`src/logic/rtcc_cfg.svh`:
```
// constants for the counter capture and strobe sampling block
`ifndef RTCC_CFG_SVH
`define RTCC_CFG_SVH
`define RTCC_CNT_W      32
`define RTCC_CHANNELS   4
`define RTCC_INPUTS     3
`define RTCC_CNT_RST    32'h0000_0000
`define RTCC_SAMPLE_DLY 8'h02
`endif

```
`src/logic/rtcc_pkg.sv`:
```
// types for the counter capture and strobe sampling block
`include "rtcc_cfg.svh"
package rtcc_pkg;
    typedef logic [`RTCC_INPUTS-1:0] rtcc_in_t;
    typedef struct packed {
        logic                  valid;
        logic [`RTCC_CNT_W-1:0] count;
    } rtcc_cap_t;
    typedef struct packed {
        logic [7:0]            period;
        logic [7:0]            width;
    } rtcc_strobe_cfg_t;
endpackage

```
`src/logic/rtcc_top.sv`:
```
// counter capture, strobe pulses and timed sampling of sensor inputs
`timescale 1ns/1ps
`include "rtcc_cfg.svh"
module rtcc_top #(
    parameter int CH = `RTCC_CHANNELS,
    parameter int NI = `RTCC_INPUTS,
    parameter int CW = `RTCC_CNT_W
) (
    input  wire logic                              clk,
    input  wire logic                              rst_n,
    input  wire logic                              cap_pin,
    input  wire logic                              cap_rise_en,
    input  wire logic                              cap_fall_en,
    input  wire logic                              cap_ack,
    input  wire logic [CH-1:0][NI-1:0]             ret_pin,
    input  wire rtcc_pkg::rtcc_strobe_cfg_t [CH-1:0] strobe_cfg,
    input  wire logic [CH-1:0][CW-1:0]             strobe_target,
    input  wire logic [CH-1:0]                     act_irq_en,
    input  wire logic [CH-1:0]                     seq_en,
    input  wire logic [CH-1:0][NI-1:0]             seq_first,
    input  wire logic [CH-1:0][NI-1:0]             seq_second,
    output logic [CW-1:0]                          count_reg,
    output rtcc_pkg::rtcc_cap_t                    cap_reg,
    output logic [CH-1:0]                          pulse_reg,
    output logic [CH-1:0][NI-1:0]                  sample_reg,
    output logic                                   irq_reg,
    output logic                                   wake_reg
);
    import rtcc_pkg::*;

    // ------------------------------------------------------------
    // running counter, one tick per clock (counter clock)
    // ------------------------------------------------------------
    always_ff @(posedge clk) begin
        if (!rst_n) begin
            count_reg <= `RTCC_CNT_RST;
        end else begin
            count_reg <= count_reg + 1'b1;
        end
    end

    // ------------------------------------------------------------
    // capture input
    // ------------------------------------------------------------
    logic cap_s1_reg, cap_s2_reg, cap_s3_reg;
    logic cap_edge;
    always_ff @(posedge clk) begin
        if (!rst_n) begin
            cap_s1_reg <= 1'b0;
            cap_s2_reg <= 1'b0;
            cap_s3_reg <= 1'b0;
        end else begin
            cap_s1_reg <= cap_pin;
            cap_s2_reg <= cap_s1_reg;
            cap_s3_reg <= cap_s2_reg;
        end
    end
    // edges only; pin assumed held long enough to pass sync
    assign cap_edge = (cap_rise_en && cap_s2_reg && !cap_s3_reg) ||
                      (cap_fall_en && !cap_s2_reg && cap_s3_reg);

    // count is taken one cycle after the edge reached the sync output,
    // so software subtracts a fixed latency of two cycles;
    // an edge in the cycle of the acknowledge is kept, set wins
    always_ff @(posedge clk) begin
        if (!rst_n) begin
            cap_reg <= '0;
        end else if (cap_edge && (!cap_reg.valid || cap_ack)) begin
            cap_reg.valid <= 1'b1;
            cap_reg.count <= count_reg;
        end else if (cap_ack && !cap_edge) begin
            cap_reg.valid <= 1'b0;
        end
    end

    // ------------------------------------------------------------
    // strobe channels and sampling
    // ------------------------------------------------------------
    logic [CH-1:0] act_hit;
    logic [CH-1:0] seq_hit;
    genvar c;
    generate
        for (c = 0; c < CH; c++) begin : g_ch
            logic [7:0]    ph_reg;
            logic          armed_reg;
            logic [7:0]    dly_reg;
            logic [NI-1:0] r1_reg, r2_reg;
            logic          stage_reg;
            logic          fire;
            assign fire = armed_reg ? (ph_reg == strobe_cfg[c].period)
                        : (count_reg == strobe_target[c]);
            always_ff @(posedge clk) begin
                if (!rst_n) begin
                    ph_reg    <= 8'h00;
                    armed_reg <= 1'b0;
                    pulse_reg[c] <= 1'b0;
                end else begin
                    if (fire) begin
                        armed_reg <= 1'b1;
                        ph_reg    <= 8'h00;
                    end else if (armed_reg) begin
                        ph_reg <= ph_reg + 8'h01;
                    end
                    // duty set by width, rate by period
                    pulse_reg[c] <= fire || (armed_reg &&
                        ph_reg < strobe_cfg[c].width);
                end
            end
            always_ff @(posedge clk) begin
                if (!rst_n) begin
                    r1_reg <= '0;
                    r2_reg <= '0;
                end else begin
                    r1_reg <= ret_pin[c];
                    r2_reg <= r1_reg;
                end
            end
            // sample a fixed delay after the pulse starts, giving the
            // sensor time to answer
            always_ff @(posedge clk) begin
                if (!rst_n) begin
                    dly_reg <= 8'h00;
                    sample_reg[c] <= '0;
                    stage_reg <= 1'b0;
                end else begin
                    if (fire) begin
                        dly_reg <= `RTCC_SAMPLE_DLY;
                    end else if (dly_reg != 8'h00) begin
                        dly_reg <= dly_reg - 8'h01;
                    end
                    if (dly_reg == 8'h01) begin
                        sample_reg[c] <= r2_reg;
                        if (r2_reg == seq_first[c]) begin
                            stage_reg <= 1'b1;
                        end else if (stage_reg) begin
                            stage_reg <= 1'b0;
                        end
                    end
                end
            end
            assign act_hit[c] = act_irq_en[c] && (dly_reg == 8'h01) &&
                (r2_reg != sample_reg[c]);
            assign seq_hit[c] = seq_en[c] && (dly_reg == 8'h01) &&
                stage_reg && (r2_reg == seq_second[c]);
        end
    endgenerate

    // ------------------------------------------------------------
    // wake and interrupt; set wins over acknowledge
    // ------------------------------------------------------------
    logic cap_new;
    assign cap_new = cap_edge && (!cap_reg.valid || cap_ack);
    always_ff @(posedge clk) begin
        if (!rst_n) begin
            irq_reg  <= 1'b0;
            wake_reg <= 1'b0;
        end else begin
            if (cap_new || (|act_hit) || (|seq_hit)) begin
                irq_reg <= 1'b1;
            end else if (cap_ack) begin
                irq_reg <= 1'b0;
            end
            if (cap_new || (|seq_hit)) begin
                wake_reg <= 1'b1;
            end else if (cap_ack) begin
                wake_reg <= 1'b0;
            end
        end
    end

    // ------------------------------------------------------------
    // checks
    // ------------------------------------------------------------
    a_cap_takes_count: assert property (@(posedge clk) disable iff (!rst_n)
        cap_new |=> cap_reg.valid && cap_reg.count == $past(count_reg))
        else $error("capture did not latch count");
    a_cap_irq_wake: assert property (@(posedge clk) disable iff (!rst_n)
        cap_new |=> irq_reg && wake_reg)
        else $error("capture raised no wake");
    a_cap_exact_cycle: assert property (@(posedge clk) disable iff (!rst_n)
        $rose(cap_s2_reg) && cap_rise_en && !cap_reg.valid && !cap_ack
        |=> ##1 cap_reg.count == count_reg - 32'h0000_0002)
        else $error("capture cycle wrong");
    a_cap_held: assert property (@(posedge clk) disable iff (!rst_n)
        cap_reg.valid && !cap_ack |=> cap_reg.valid &&
        $stable(cap_reg.count))
        else $error("capture changed before read");
    a_sync_delay: assert property (@(posedge clk) disable iff (!rst_n)
        1'b1 |-> ##2 cap_s2_reg == $past(cap_pin, 2))
        else $error("sync depth wrong");
    a_ret_delay: assert property (@(posedge clk) disable iff (!rst_n)
        1'b1 |-> ##2 g_ch[0].r2_reg == $past(ret_pin[0], 2))
        else $error("return sync wrong");
    a_sample_time: assert property (@(posedge clk) disable iff (!rst_n)
        $changed(sample_reg[0]) |-> $past(g_ch[0].dly_reg) == 8'h01)
        else $error("sample off strobe timing");
    a_act_irq: assert property (@(posedge clk) disable iff (!rst_n)
        act_hit[0] |=> irq_reg)
        else $error("activity raised no irq");
    a_seq_wake: assert property (@(posedge clk) disable iff (!rst_n)
        !cap_new && !(|seq_hit) && !wake_reg |=> !wake_reg)
        else $error("wake without cause");
    a_target_pulse: assert property (@(posedge clk) disable iff (!rst_n)
        !g_ch[0].armed_reg && count_reg == strobe_target[0]
        |=> pulse_reg[0])
        else $error("strobe missed target");
    a_pulse_duty: assert property (@(posedge clk) disable iff (!rst_n)
        g_ch[1].armed_reg && !g_ch[1].fire &&
        g_ch[1].ph_reg >= strobe_cfg[1].width |=> !pulse_reg[1])
        else $error("pulse wider than duty");
endmodule // rtcc_top

```
`config.mk`:
```
export PLATFORM = sky130hd
export DESIGN_NAME = rtcc_top
export DESIGN_NICKNAME = d
export VERILOG_FILES = /design/src/logic/rtcc_pkg.sv /design/src/logic/rtcc_top.sv
export VERILOG_INCLUDE_DIRS = /design/src /design/src/logic
export SDC_FILE = /design/constraint.sdc
export NUM_CORES = 1
export LEC_CHECK = 0
export BUFFER_PORTS_ARGS = -buffer_cell sky130_fd_sc_hd__clkbuf_2
export CORE_UTILIZATION = 24
export DETAILED_ROUTE_END_ITERATION = 6
export SLEW_MARGIN = 20
export SYNTH_ARGS = -nofsm -noshare
export SYNTH_HDL_FRONTEND = slang
export SYNTH_SLANG_ARGS = --single-unit
```
`constraint.sdc`:
```
create_clock -name clk -period 4.6 [get_ports clk]
set_input_delay 0.46 -clock clk [delete_from_list [all_inputs] [get_ports clk]]
set_output_delay 0.46 -clock clk [all_outputs]
set_load 0.05 [all_outputs]
```
=== After elaboration in Yosys (flattened, before gate mapping) ===
Index checks and enable logic that the tools add are counted.

* Add/subtract/negate cells: 9
* Multipliers: 0
* Divide/modulo/power cells: 0
* Order comparisons: 4
* Equal/unequal tests: 24
* Shifts and indexed selects: 0
* Muxes and demuxes: 21
* Bitwise logic cells: 1
* Reduce and logical (&&, ||, !) cells: 60

{| class="wikitable"
|+ Operators with widths
! kind !! count
|-
| 32-bit == test || 4
|-
| 32-bit by 1-bit adder with 32-bit output, second input constant || 1
|-
| 8-bit by 1-bit adder with 8-bit output, second input constant || 4
|-
| 8-bit by 1-bit == test with 1-bit output, second input constant || 4
|-
| 8-bit == test || 4
|-
| 8-bit less-than comparator || 4
|-
| 8-bit nonzero test || 4
|-
| 8-bit by 1-bit subtractor with 8-bit output, second input constant || 4
|-
| 1-bit logical AND || 30
|-
| 3-bit == test || 8
|-
| 2-bit 2-to-1 mux || 8
|-
| 2-bit nonzero test || 7
|-
| 1-bit 2-to-1 mux || 13
|-
| 3-bit inequality test || 4
|-
| 1-bit logical OR || 9
|-
| 2-bit OR reduction || 4
|-
| 4-bit OR reduction || 2
|-
| 1-bit zero test || 4
|-
| 1-bit NOT || 1
|}

* Flip-flop bits (word level): 182
* Bits in latches: 0
* RAM bits: 0
* Memory bits (read-only): 0
* Input port bits: 242
* Output and inout bits: 83
* Logic and storage cells: 163
* Memories kept: 0

=== Longest topological paths before layout ===
Gate-level depths: netlist of the first run.

* Word-level depth: 8
* Mapped depth: 7
* Gate-level depth less buffers: 6

=== Worst setup path before layout of the first run ===
OpenSTA, ideal clock, no wires.

* Path type: flip-flop to flip-flop
* From: reg count_reg[14]
* To: reg g_ch[1].dly_reg[5]
* Setup time: 0.123 ns
* Arrival time: 2.185 ns
* Data required time: 4.477 ns
* Setup slack: 2.293 ns
* Cell stages (with the launch flop): 8
* Path buffers: 2
* Clock period less this slack: 2.307 ns
* Cells stage by stage: dfxtp_1 -> clkbuf_1 -> xor2_1 -> nor4_1 -> nand4_1 -> nor3_2 -> buf_2 -> nor3_1

* Cells in the longest elaborated chain, start to end: 3

{| class="wikitable"
|+ RTL lines
! item !! RTL line !! text
|-
| start, declared || rtcc_top.sv:22 || <nowiki>output logic [CW-1:0] count_reg,</nowiki>
|-
| start signal, assigned || rtcc_top.sv:36 || <nowiki>count_reg <= `RTCC_CNT_RST;</nowiki>
|-
| start signal, assigned || rtcc_top.sv:38 || <nowiki>count_reg <= count_reg + 1'b1;</nowiki>
|-
| 32-bit == test || rtcc_top.sv:91 || <nowiki>: (count_reg == strobe_target[c]);</nowiki>
|-
| 1-bit 2-to-1 mux || rtcc_top.sv:90 || <nowiki>assign fire = armed_reg ? (ph_reg == strobe_cfg[c].period)</nowiki>
|-
| 2-bit OR reduction (no source line) || - ||
|-
| end signal, assigned || rtcc_top.sv:127 || <nowiki>dly_reg <= `RTCC_SAMPLE_DLY;</nowiki>
|-
| end signal, assigned || rtcc_top.sv:129 || <nowiki>dly_reg <= dly_reg - 8'h01;</nowiki>
|-
| end, declared || rtcc_top.sv:86 || <nowiki>logic [7:0] dly_reg;</nowiki>
|}

No other way between the ends.
A chain may end at the register's enable or synchronous reset.

=== Worst setup path after layout of the first run ===
* From: reg count_reg[12]
* To: reg count_reg[31]

* Cells in the longest elaborated chain, start to end: 1

{| class="wikitable"
|+ RTL lines
! item !! RTL line
|-
| 32-bit by 1-bit adder with 32-bit output || rtcc_top.sv:38
|}

No other way between the ends.

==> results of run 1 <==
per-stage QoR:
| step | util (%) | setup WS, ns | hold slack [ns] | cell area, sq um | instances |
|---|---|---|---|---|---|
| floorplan | - | 2.293 | 0.4119 | 10560 | 1205 |
| global placement | 29.27 | 1.617 | 0.4140 | 12660 | 2048 |
| detailed placement | 29.28 | 1.733 | 0.4196 | 12670 | 2048 |
| CTS | 30.60 | 1.706 | 0.1693 | 13240 | 2080 |
| global route | 30.64 | 1.644 | 0.1720 | 13260 | 2082 |
| finish | 30.66 | 1.824 | 0.2060 | 13260 | 2085 |
how the worst min path moves through the flow:
stage / start / end / slack (ns)
after global placement: g_ch[0].r1_reg[1]$_SDFF_PN0_ / g_ch[0].r2_reg[1]$_SDFF_PN0_ / 0.41
after CTS: ret_pin[5] / g_ch[1].r1_reg[2]$_SDFF_PN0_ / 0.17
after global routing: ret_pin[0] / g_ch[0].r1_reg[0]$_SDFF_PN0_ / 0.17
final: ret_pin[5] / g_ch[1].r1_reg[2]$_SDFF_PN0_ / 0.21
after floorplan: cap_s1_reg$_SDFF_PN0_ / cap_s2_reg$_SDFF_PN0_ / 0.41
after detailed placement: g_ch[1].r1_reg[0]$_SDFF_PN0_ / g_ch[1].r2_reg[0]$_SDFF_PN0_ / 0.42
logic make-up after synthesis:
kind of cell,after synthesis,synth area share (%)
AO/OA/AOI/OAI,91,6.246
XOR/XNOR,276,22.90
AND/OR/NAND/NOR,474,24.81
flip-flops,182,34.51
multiplexers,17,1.612
adder cells (fa/ha/maj),45,5.334
buffers and inverters,120,4.587
per-layer routing:
layer	routed length (um)	part of all wire (%)	track usage, %	vias up
met3	2151	6.4	5.311	36
met4	388	1.1	3.548	14
met1	15480	46	19.32	4359
met5	86	0.25	0	-
li1	-	-	-	4632
met2	15650	46	24.58	206
worst max-delay path, cell delays in order, from the launching register on:
cell	delay, ns
sky130_fd_sc_hd__dfxtp_1	0.78
sky130_fd_sc_hd__and4_1	0.42
sky130_fd_sc_hd__nand4_1	0.55
sky130_fd_sc_hd__nor4_1	0.63
sky130_fd_sc_hd__xor2_1	0.11
sky130_fd_sc_hd__and2_1	0.17
power groups by stage:
stage                     Combinational, uW  Clock (uW)  Sequential [uW]
final                                  1020        1450             1810
after global routing                   1140        1580             1830
after CTS                              1030        1510             1810
after detailed placement               1020           0             1840
after global placement                  998           0             1840
after floorplan                         747           0             1850
placed cells by master, fill, tap and decap left out, types with 6 or more instances in the layout:
cell type,n
sky130_fd_sc_hd__nor2_1,56
sky130_fd_sc_hd__nor2b_1,16
sky130_fd_sc_hd__and3_1,7
sky130_fd_sc_hd__nand2_1,104
sky130_fd_sc_hd__nor4_1,55
sky130_fd_sc_hd__o21ai_0,11
sky130_fd_sc_hd__inv_1,46
sky130_fd_sc_hd__clkbuf_16,17
sky130_fd_sc_hd__and4_1,6
sky130_fd_sc_hd__nand3_1,61
sky130_fd_sc_hd__buf_4,6
sky130_fd_sc_hd__nand2b_1,11
sky130_fd_sc_hd__dfxtp_1,182
sky130_fd_sc_hd__a21oi_1,11
sky130_fd_sc_hd__mux2i_1,17
sky130_fd_sc_hd__nor3_1,28
sky130_fd_sc_hd__xor2_1,220
sky130_fd_sc_hd__a21boi_0,37
sky130_fd_sc_hd__and2_1,58
sky130_fd_sc_hd__nor4b_1,11
sky130_fd_sc_hd__clkbuf_2,323
sky130_fd_sc_hd__o31a_1,10
sky130_fd_sc_hd__ha_1,45
sky130_fd_sc_hd__nand4_1,32
sky130_fd_sc_hd__xnor2_1,56
layout make-up:
class,count,area share (%)
repair buffers,329,12.53
multi-input cells,903,48.71
inverters,49,1.387
clock inverters,10,0.7169
diodes,5,0.09433
well taps,585,5.518
clock buffers,22,3.575
flip-flops and latches,182,27.47
==> flow_results.org, run 1 <==
** Status
- The run finished with clean final reports.

** Timing
- Number of max-slew violations in the final report :: 0
- Final number of setup-violating endpoints :: 0
- Worst Max-Slew Pin Slew :: 0.9833 ns
- Unrepaired setup endpoints after global routing :: false
- Clock period minus worst slack :: 2.776 ns
- Measured against its own limit, the worst slew margin works out to 34.27%.
- Total Neg Setup Slack :: 0 ns
- Derived from the worst setup path, the maximum achievable clock frequency is 360.2 MHz.
- Ratio of final minimum period to clock period :: 60.36%
- Worst clock skew :: 0.01119 ns
- Final hold violation count :: 0

** Synthesis
- Post-Synthesis Cell Area :: 10560 sq um
- Synthesis instantiated 48 different standard cells from the library.
- Count leader, synth :: sky130_fd_sc_hd__xor2_1
- Counting flops with a built-in enable in the synthesized netlist gives 0.
- The share of the Yosys chip area taken by registers is 34.51%.
- Cells after synthesis :: 1205
- For this run, the leading register cell type out of synthesis is sky130_fd_sc_hd__dfxtp_1.
- In the synthesized netlist the async set-or-reset flop fraction comes to 0%.
- Top cells by area, synth :: sky130_fd_sc_hd__dfxtp_1 (35%), sky130_fd_sc_hd__xor2_1 (18%), sky130_fd_sc_hd__ha_1 (5.3%)
- Counting every net in the synthesized netlist gives 1492.
- Library cell occupying the most area in the post-synthesis netlist :: sky130_fd_sc_hd__dfxtp_1
- By count the netlist is led by sky130_fd_sc_hd__xor2_1 (220), sky130_fd_sc_hd__dfxtp_1 (182), sky130_fd_sc_hd__nand2_1 (104), sky130_fd_sc_hd__nand3_1 (61), sky130_fd_sc_hd__and2_1 (58).
- Synth warnings :: 0
- Counting flops and latches in the post-synthesis netlist gives 182.
- Dividing the synthesized area by the synthesized cell count gives 8.760 sq um.
- The share of synthesized area in the top cell type comes to 34.51%.

** Cells and area
- Number of fill cells :: 4559
- Fraction of final layout cells sized beyond drive strength 1 :: 25.22%
- The register with the most flip-flops in the layout has 33 of them.
- In the final design database the tool counted 1769 nets.
- Across the whole layout, storage elements account for 3643 sq um.
- The multi-input combinational cells in the finished layout cover a total of 6461 sq um.
- Compared with the post-synthesis result, the final layout area differs by 25.65%.

** Pwr
- Share of power burned in combinational logic :: 23.7%
- Per report_power, the sequential group accounts for 42.3% of the total.
- Static Leakage :: 0.006321 uW
- Power share of the clock group :: 33.9%
- Highest ir drop seen on vdd :: 0.2549 mV
- Cell internal power was estimated by the tool at 2969 uW.
- The design draws 4279 uW.
- Share of total power consumed by net switching :: 30.60%
- The analysis attributes to net switching a power of 1309 uW.
- Pwr per Cell Area :: 322.6 nW/um^2

** Place
- The HPWL after detailed placement is 26.17 mm.
- Number of buffers inserted by port buffering :: 324
- Routability-driven placement finished with a final weighted congestion of 0.9010.

** Global routing
- First-pass GRT wire length :: 51.84 mm
- The total overflow left after global routing is 0.
- Antenna violations before repair :: 13
- Number of global-route vias before repair :: 9202
- Entering global routing, the biggest net connects 101 pins.
- In the global route stage, overall resource usage came out at 15.23%.

** Clock tree
- Buffer count from post-CTS setup fixing :: 0
- Clock buffer depth :: 2
- Count of instances resized after the clock tree is built :: 0
- In this run, CTS created clock tree buffers numbering 17.
- The H-tree generated during clock tree synthesis spans 4 levels.
- For this design, the CTS-stage hold fixing added 0 buffers.
- CTS root buf :: sky130_fd_sc_hd__clkbuf_16
- The later pin in the worst-skew pair is clocked with a latency of 0.46 ns.
- For this design, the sink count on the clock tree is 182.
- Post-CTS clock slew at the launch and capture registers of the worst setup and hold paths :: 0.07 ns
- Clock tree from TritonCTS :: built

** Detailed routing
- DRC viols :: 0
- The count of nets left with antenna violations once routing finished came out at 0.
- Pre-Repair DR Iteration Count :: 4
- After detailed routing, the number of vias per cell comes to 4.435.
- In the final routed layout, each cell accounts on average for 16.19 um.
- Via count :: 9247
- Summed over all layers, the routed wires come to 33.76 mm.
- Number of DRC violations after detailed-routing iteration 0 :: 438

** Min path
- Type of the tightest min-delay check :: input port to register
- The worst hold path passes through 2 cells.

** Worst setup path
- In this run the worst setup path terminates at count_reg[31]$_SDFF_PN0_.
- Critical Path Source Type :: register
- In this run the critical register-to-register path is launched from count_reg[12]$_SDFF_PN0_.
- Reg2reg setup slack :: 1.82 ns
- Number of cells on the worst reg-to-reg path :: 5
- CP max FO :: 15
- Launching element of the worst setup path :: count_reg[12]$_SDFF_PN0_
- Critical Path AT :: 3.12 ns
- Worst endpoint required time :: 4.95 ns
- STA classifies the critical path endpoint as a register.
- The endpoint identified for the worst register-to-register timing path is count_reg[31]$_SDFF_PN0_.
- Critical path type :: register to register

** Floorplanning
- Placeable core region :: 43270 sq um
- 325 I/O pins were placed.
- The floorplan has 76 rows.
- Die Outline Area :: 44830 sq um
- Vertical die dimension :: 211.7 um
- Horizontal die dimension :: 211.7 um
- Initial core utilization :: 24.40%

** Flow run
- Across the run, the number of max-cap violations was 0.
Power figures use the tool's default switching activity.
==> run 2: changes to the inputs <==
ABC_AREA = 1   (was default)
clock period = 2.3 ns   (was 4.6 ns; I/O delays follow)
==> run 2 against run 1 <==
  * Final area increased by 6.0%
  * Largest cell class unchanged
  * Setup slack got worse by 1.6 ns
  * Worst hold slack got worse by 0.12 ns
  * Register-to-register slack got worse by 1.6 ns
  * Synthesized cell count increased by 33%
  * Area after synthesis increased by 4.7%
==> flow_results.org, run 2 <==
** Worst setup path
- Critical Path Source Type :: register
- Critical path type :: register to register
- Worst endpoint required time :: 2.63 ns
- The worst setup path is captured at a register.
- STA puts the critical path data arrival time at 2.43 ns.
- In this run the worst path has a maximum fanout of 15.

** Global routing
- The total overflow left after global routing is 0.
- First-pass GRT wire length :: 55.14 mm
- Overall global routing resource usage :: 15.19%
- Pin count of the biggest net entering global routing :: 50
- Antenna violations before repair :: 0
- Number of global-route vias before repair :: 10.37k

** Pwr
- The worst-case IR drop observed on VDD is 0.4573 mV.
- In this run the power density over the cells is 711.4 nW/um^2.
- The analysis attributes to cell leakage a power of 0.006706 uW.

** Synthesis
- Number of flops mapped to enable cells by yosys :: 0
- Synthesized Nets :: 1887
- Fraction of synthesis flops using an asynchronous set or reset pin :: 0%
- Synthesis handed over a netlist of 1600 instances.
- Of the synthesized area, sequential elements account for 32.97%.
- By count the netlist is led by sky130_fd_sc_hd__nand2_1 (392), sky130_fd_sc_hd__nor2_1 (209), sky130_fd_sc_hd__inv_1 (194), sky130_fd_sc_hd__dfxtp_1 (182), sky130_fd_sc_hd__xnor2_1 (141).
- A synthesized cell averages 6.906 sq um.
- Most used DFF post-synth :: sky130_fd_sc_hd__dfxtp_1
- After synthesis the cells add up to 11050 sq um.
- Top cells by area, synth :: sky130_fd_sc_hd__dfxtp_1 (33%), sky130_fd_sc_hd__nand2_1 (13%), sky130_fd_sc_hd__xnor2_1 (11%)
- By instance count, the leading cell after synthesis is sky130_fd_sc_hd__nand2_1.
- Unique cell type count in the Yosys netlist :: 37
- Count of state elements after synthesis :: 182
- Library cell occupying the most area in the post-synthesis netlist :: sky130_fd_sc_hd__dfxtp_1
- Synth warnings :: 0
- The share of synthesized area in the top cell type comes to 32.97%.

** Cells and area
- Number of fill cells :: 4928
- Fraction of final layout cells sized beyond drive strength 1 :: 22.00%
- Max reg flops :: 33
- Most common cell after layout, fill and taps aside :: sky130_fd_sc_hd__nand2_1
- Synthesis-to-finish area growth :: 27.23%
- Final core utilization :: 30.98%
- After the last flow step, the layout net total stands at 2215.
- 0 antenna diodes ended up in the layout.
- Most frequent cells in the layout :: sky130_fd_sc_hd__nand2_1 (392), sky130_fd_sc_hd__clkbuf_2 (323), sky130_fd_sc_hd__nor2_1 (209)
- After routing the design area is 14060 sq um.

** Floorplanning
- In this run the vertical extent of the chip is 216.6 um.
- Horizontal die dimension :: 216.6 um
- The die covers 46900 sq um.
- Std cell rows :: 78
- Placeable core region :: 45380 sq um
- Initial core utilization :: 24.35%
- For this design the top-level I/O count stands at 325.

** Detailed routing
- Via count :: 10.87k
- Routed length per placed instance :: 13.99 um
- The first detailed-routing pass took 5 iterations.
- Post-detailed-route count of antenna-violating nets :: 0
- DRC viols :: 0
- For this block, the routed nets add up to 35.55 mm of wire.
- Average via count per standard cell :: 4.279
- Number of DRC violations after detailed-routing iteration 0 :: 536

** Timing
- Derived from the worst setup path, the maximum achievable clock frequency is 478.2 MHz.
- The number of hold violations in the final report is 0.
- Setup violations remaining at the end of the flow were counted as 0.
- Worst clock skew :: 0.02051 ns
- Worst Slack Setup Final :: 0.2090 ns
- On the final layout, the worst hold slack is 0.08333 ns.
- Worst Max-Slew Pin Slew :: 0.6013 ns
- The number of pins with negative max-slew slack in the final report is 0.
- Summed over all failing endpoints, the final setup total negative slack is 0 ns.
- In this run the tightest slew margin relative to its limit is 59.86%.
- Unrepaired setup endpoints after global routing :: false
- Ratio of final minimum period to clock period :: 90.91%
- After layout, the minimum clock period comes to 2.091 ns.

** Clock tree
- Insertion delay to the later sink of the worst-skew pair :: 0.47 ns
- Post-CTS clock slew at the launch and capture registers of the worst setup and hold paths :: 0.07 ns
- CTS H-tree depth :: 4
- Count of instances resized after the clock tree is built :: 0
- In this run the post-CTS setup repair buffer count came out at 0.
- Total CTS buffers :: 17
- Clock tree from TritonCTS :: built
- CTS root buf :: sky130_fd_sc_hd__clkbuf_16
- The longest clock path from root to sink contains 2 buffers.
- For this design, the CTS-stage hold fixing added 13 buffers.
- The clock drives 182 sinks.

** Status
- The run finished with clean final reports.

** Place
- Number of buffers inserted by port buffering :: 324
- After detailed placement, the total cell area comes to 13340 sq um.
- Placement Setup Slack :: 0.2161 ns
- Once detailed placement completed, the half-perimeter wirelength came to 28.85 mm.
- The congestion estimate from routability-driven global placement came to 0.8121.

** Min path
- The worst hold path belongs to the class input port to register.

** Flow run
- Number of max-cap violations :: 0
==> run 2: worst max-delay path, stage by stage (launching register included) <==
cell                      delay [ns]
sky130_fd_sc_hd__dfxtp_1        0.45
sky130_fd_sc_hd__inv_1          0.26
sky130_fd_sc_hd__nand2_1        0.08
sky130_fd_sc_hd__nand2_1        0.07
sky130_fd_sc_hd__nand2_1        0.05
sky130_fd_sc_hd__nor2_1         0.15
sky130_fd_sc_hd__nand2_1        0.11
sky130_fd_sc_hd__nor2_2         0.28
sky130_fd_sc_hd__nand3_2        0.16
sky130_fd_sc_hd__nand3_2        0.26
sky130_fd_sc_hd__nor2_1         0.07
==> run 2: final timing paths <==
kind                            start                               to  slack [ns]  depth (start not counted)
max reg2reg  count_reg[21]$_SDFF_PN0_  g_ch[0].dly_reg[6]$_SDFFE_PP0P_        0.21                         10
min reg2reg     cap_s1_reg$_SDFF_PN0_            cap_s2_reg$_SDFF_PN0_        0.41                          2
min                      seq_first[4]   g_ch[1].stage_reg$_SDFFE_PN0N_        0.08                          4
max          count_reg[21]$_SDFF_PN0_  g_ch[0].dly_reg[6]$_SDFFE_PP0P_        0.21                         10
==> run 2: cell type report <==
cell class	instances	area, sq um	area share [%]
Multi-Input combinational cell	1162	6327	45.01
Tap cell	600	750.7	5.340
Clock inverter	13	135.1	0.9612
Timing Repair Buffer	364	1994	14.19
Inverter	201	754.5	5.367
Sequential cell	182	3643	25.92
Clock buffer	19	452.9	3.222
==> run 2: cell families after synthesis <==
family                     after synthesis  synth area share, %
AOI/OAI and AO/OA                      169                7.813
xor gates and xnor gates               186                14.74
adders and majority gates               45                5.096
buffers and inverters                  256                9.761
DFF                                    182                32.97
muxes                                    4               0.3624
and+or+nand+nor                        758                29.25
==> run 2: per-stage QoR <==
step,std cells,power (uW)
final,2541,10000
after CTS,2541,10150
after global routing,2541,10700
after detailed placement,2496,7067
after floorplan,1600,6149
after global placement,2496,6967
==> run 2: where the power goes <==
part           internal (uW)  switching (uW)
clock network           1590            1410
registers               3540             302
logic                   1200            1970
==> run 2: layer usage <==
layer	up-vias	global-route usage, %	wire (um)
met4	0	4.507	484
met5	-	0	0
li1	5629	-	-
met3	24	2.793	1657
met2	284	26.05	17070
met1	4935	19.23	16340
==> run 3: changes to the inputs <==
CORE_ASPECT_RATIO = 1.1   (was default)
==> run 3 against run 2 <==
  * The flow now finishes with violations (design-rule violations)
  * Final area increased by 0.45%
  * Critical path depth is the same
  * Clock power rose by 5%
  * Die area about the same
  * Cell count shrank 0.20%
==> flow_results.org, run 3 (synthesis results as in run 2) <==
** Clock tree
- Once the clock tree was built, the setup fixing pass inserted 0 buffers.
- Counting every sink on the clock net gives 182.
- TritonCTS built the clock tree.
- Clock-pin slew was measured on the worst setup and hold paths at 0.08 ns.
- Clock tree synthesis inserted a total of 17 buffers.
- The H-tree was split into 4 levels.
- CTS root buf :: sky130_fd_sc_hd__clkbuf_16
- Clock buffer depth :: 2
- Insertion delay to the later sink of the worst-skew pair :: 0.47 ns

** Flow run
- Across the run, the number of max-cap violations was 0.

** Worst setup path
- Measured in cells, the most critical reg-to-reg path has a length of 10.
- Critical Path AT :: 2.43 ns
- Endpoint class of the critical path :: register
- In this run the worst path has a maximum fanout of 15.
- The worst register-to-register path begins at count_reg[9]$_SDFF_PN0_.
- The setup path with the least slack is of type register to register.
- Worst r2r dst :: g_ch[2].dly_reg[3]$_SDFFE_PP0P_
- STA puts the critical path data required time at 2.64 ns.
- The critical path starts at count_reg[9]$_SDFF_PN0_.
- Reg2reg setup slack :: 0.21 ns
- Critical Path Source Type :: register

** Place
- After detailed placement, the total cell area comes to 13380 sq um.
- Post-DP HPWL :: 29.50 mm
- Final GP Congestion :: 0.8557
- OpenSTA, run right after detailed placement, puts the worst setup slack at 0.1032 ns.
- Buffers placed on the I/O ports in this run total 324.

** Cells and area
- In the layout the commonest cells are sky130_fd_sc_hd__nand2_1 (392), sky130_fd_sc_hd__clkbuf_2 (323), sky130_fd_sc_hd__nor2_1 (209).
- In the final design database the tool counted 2222 nets.
- Fraction of final layout cells sized beyond drive strength 1 :: 22.38%
- Max reg flops :: 33
- Synthesis-to-finish area growth :: 27.81%
- Final core utilization :: 31.07%
- The finished cells cover 14120 sq um.
- Most common cell after layout, fill and taps aside :: sky130_fd_sc_hd__nand2_1
- The number of antenna diodes in the final layout is 0.

** Min path
- The worst hold path begins at seq_first[3].
- The worst hold path was traced through 4 stages.
- The worst hold path terminates at g_ch[1].stage_reg$_SDFFE_PN0N_.
- Type of the tightest min-delay check :: input port to register

** Pwr
- Pwr per Cell Area :: 715.3 nW/um^2
- In this run the static leakage power is 0.006739 uW.
- Highest ir drop seen on vdd :: 0.4343 mV

** Detailed routing
- The routed layout has 10.97k vias.
- Routed length per placed instance :: 14.49 um
- The first detailed-routing pass took 7 iterations.
- Average via count per standard cell :: 4.326
- Number of DRC violations after detailed-routing iteration 0 :: 547
- Once detail routing completed, the nets flagged for antenna violations numbered 0.
- For this run, design rule violations remaining after detail routing come to 14.
- Sum of routed wire length over all layers :: 36.74 mm

** Timing
- Clock period minus worst slack :: 2.093 ns
- Setup repair after global routing left no endpoint under its margin.
- Final hold violation count :: 0
- For the final routed database, the setup TNS stands at 0 ns.
- Hold is met by 0.07248 ns.
- Worst Slack Setup Final :: 0.2069 ns
- Dividing the final minimum period by the clock period gives 91.01%.
- The worst pin sits at a relative slew slack of 59.01%.
- Final number of setup-violating endpoints :: 0
- Number of max-slew violations in the final report :: 0
- Worst clock skew :: 0.01218 ns
- Static timing analysis puts the maximum clock frequency at 477.8 MHz.
- At the pin with the least slew margin, the transition time is 0.6142 ns.

** Floorplanning
- Num ports :: 325
- Once the floorplan was initialized, standard cells occupied 24.31% of the core.
- Horizontal die dimension :: 206.6 um
- Placeable core region :: 45450 sq um
- Measured along the y axis, the die boundary spans 227.0 um.
- The die covers 46900 sq um.
- Std cell rows :: 82

** Global routing
- Entering global routing, the biggest net connects 55 pins.
- The initial antenna violation count is 0.
- The via count of the first global-routing pass is 10.64k.
- The first global-routing pass estimated 56.08 mm of wire.
- Overflow after GRT :: 0
- Global routing used 15.73% of the available tracks.

** Status
- The final reports fail on design-rule violations.
- The run finished, with violations left.
-- run 3: cell types whose count changed in the layout (fill, tap and decap cells not counted), moves of 2 or more --
cell                         delta
sky130_fd_sc_hd__buf_4          +7
sky130_fd_sc_hd__clkbuf_8       -2
sky130_fd_sc_hd__clkinv_2       -2
sky130_fd_sc_hd__clkinvlp_4     +3
-- run 3: how the worst max path moves through the flow --
stage	end	slack, ns	cells after the start
2_1_floorplan	count_reg[20]$_SDFF_PN0_	0.31	11
3_3_place_gp	g_ch[2].dly_reg[0]$_SDFFE_PP0P_	0.14	10
3_5_place_dp	g_ch[2].dly_reg[4]$_SDFFE_PP0P_	0.10	10
4_1_cts	g_ch[2].dly_reg[4]$_SDFFE_PP0P_	0.06	10
5_1_grt	g_ch[2].dly_reg[4]$_SDFFE_PP0P_	0.07	10
6_report	g_ch[2].dly_reg[3]$_SDFFE_PP0P_	0.21	10
-- run 3: cell type report --
class | count | area [sq um]
flip-flops and latches | 182 | 3645
clock inverters | 15 | 187.7
fillers | 4934 | 31330
multi-input cells | 1162 | 6327
repair buffers | 371 | 2047
clock buffers | 17 | 425.4
inverters | 201 | 754.5
well taps | 588 | 735.7
-- run 3: per-stage QoR --
step           power, uW  instances
6_report           10100       2536
5_1_grt            10850       2536
4_1_cts            10250       2536
3_5_place_dp        7034       2491
3_3_place_gp        6958       2491
2_1_floorplan       6149       1600
-- run 3: critical path: stages, from the launching register on --
cell,delay [ns]
sky130_fd_sc_hd__dfxtp_1,0.45
sky130_fd_sc_hd__inv_2,0.28
sky130_fd_sc_hd__nand2_1,0.08
sky130_fd_sc_hd__nand2_1,0.07
sky130_fd_sc_hd__nand2_1,0.05
sky130_fd_sc_hd__nor2_1,0.10
sky130_fd_sc_hd__nand2_1,0.12
sky130_fd_sc_hd__nor2_2,0.25
sky130_fd_sc_hd__nand3_2,0.19
sky130_fd_sc_hd__nand3_2,0.28
sky130_fd_sc_hd__nor2_1,0.08
-- run 3: power by group --
group	internal (uW)	total, uW	switching (uW)
registers	3540	3840	308
clock network	1650	3140	1480
logic	1190	3120	1930
total	6380	10100	3730
-- run 3: routing by layer --
layer	up-vias	GRT usage [%]	share of wire, %
li1	5652	-	-
met2	293	27.33	48
met4	0	5.361	2.1
met3	43	3.922	6.1
met1	4983	18.67	43
met5	-	0	0
-- run 3: timing repair --
action / in CTS / in global routing
hold endpoints to repair: 13 / 0
hold buffers: 13 / 0
resized for setup: 0 / 2
setup endpoints to repair: 0 / 16
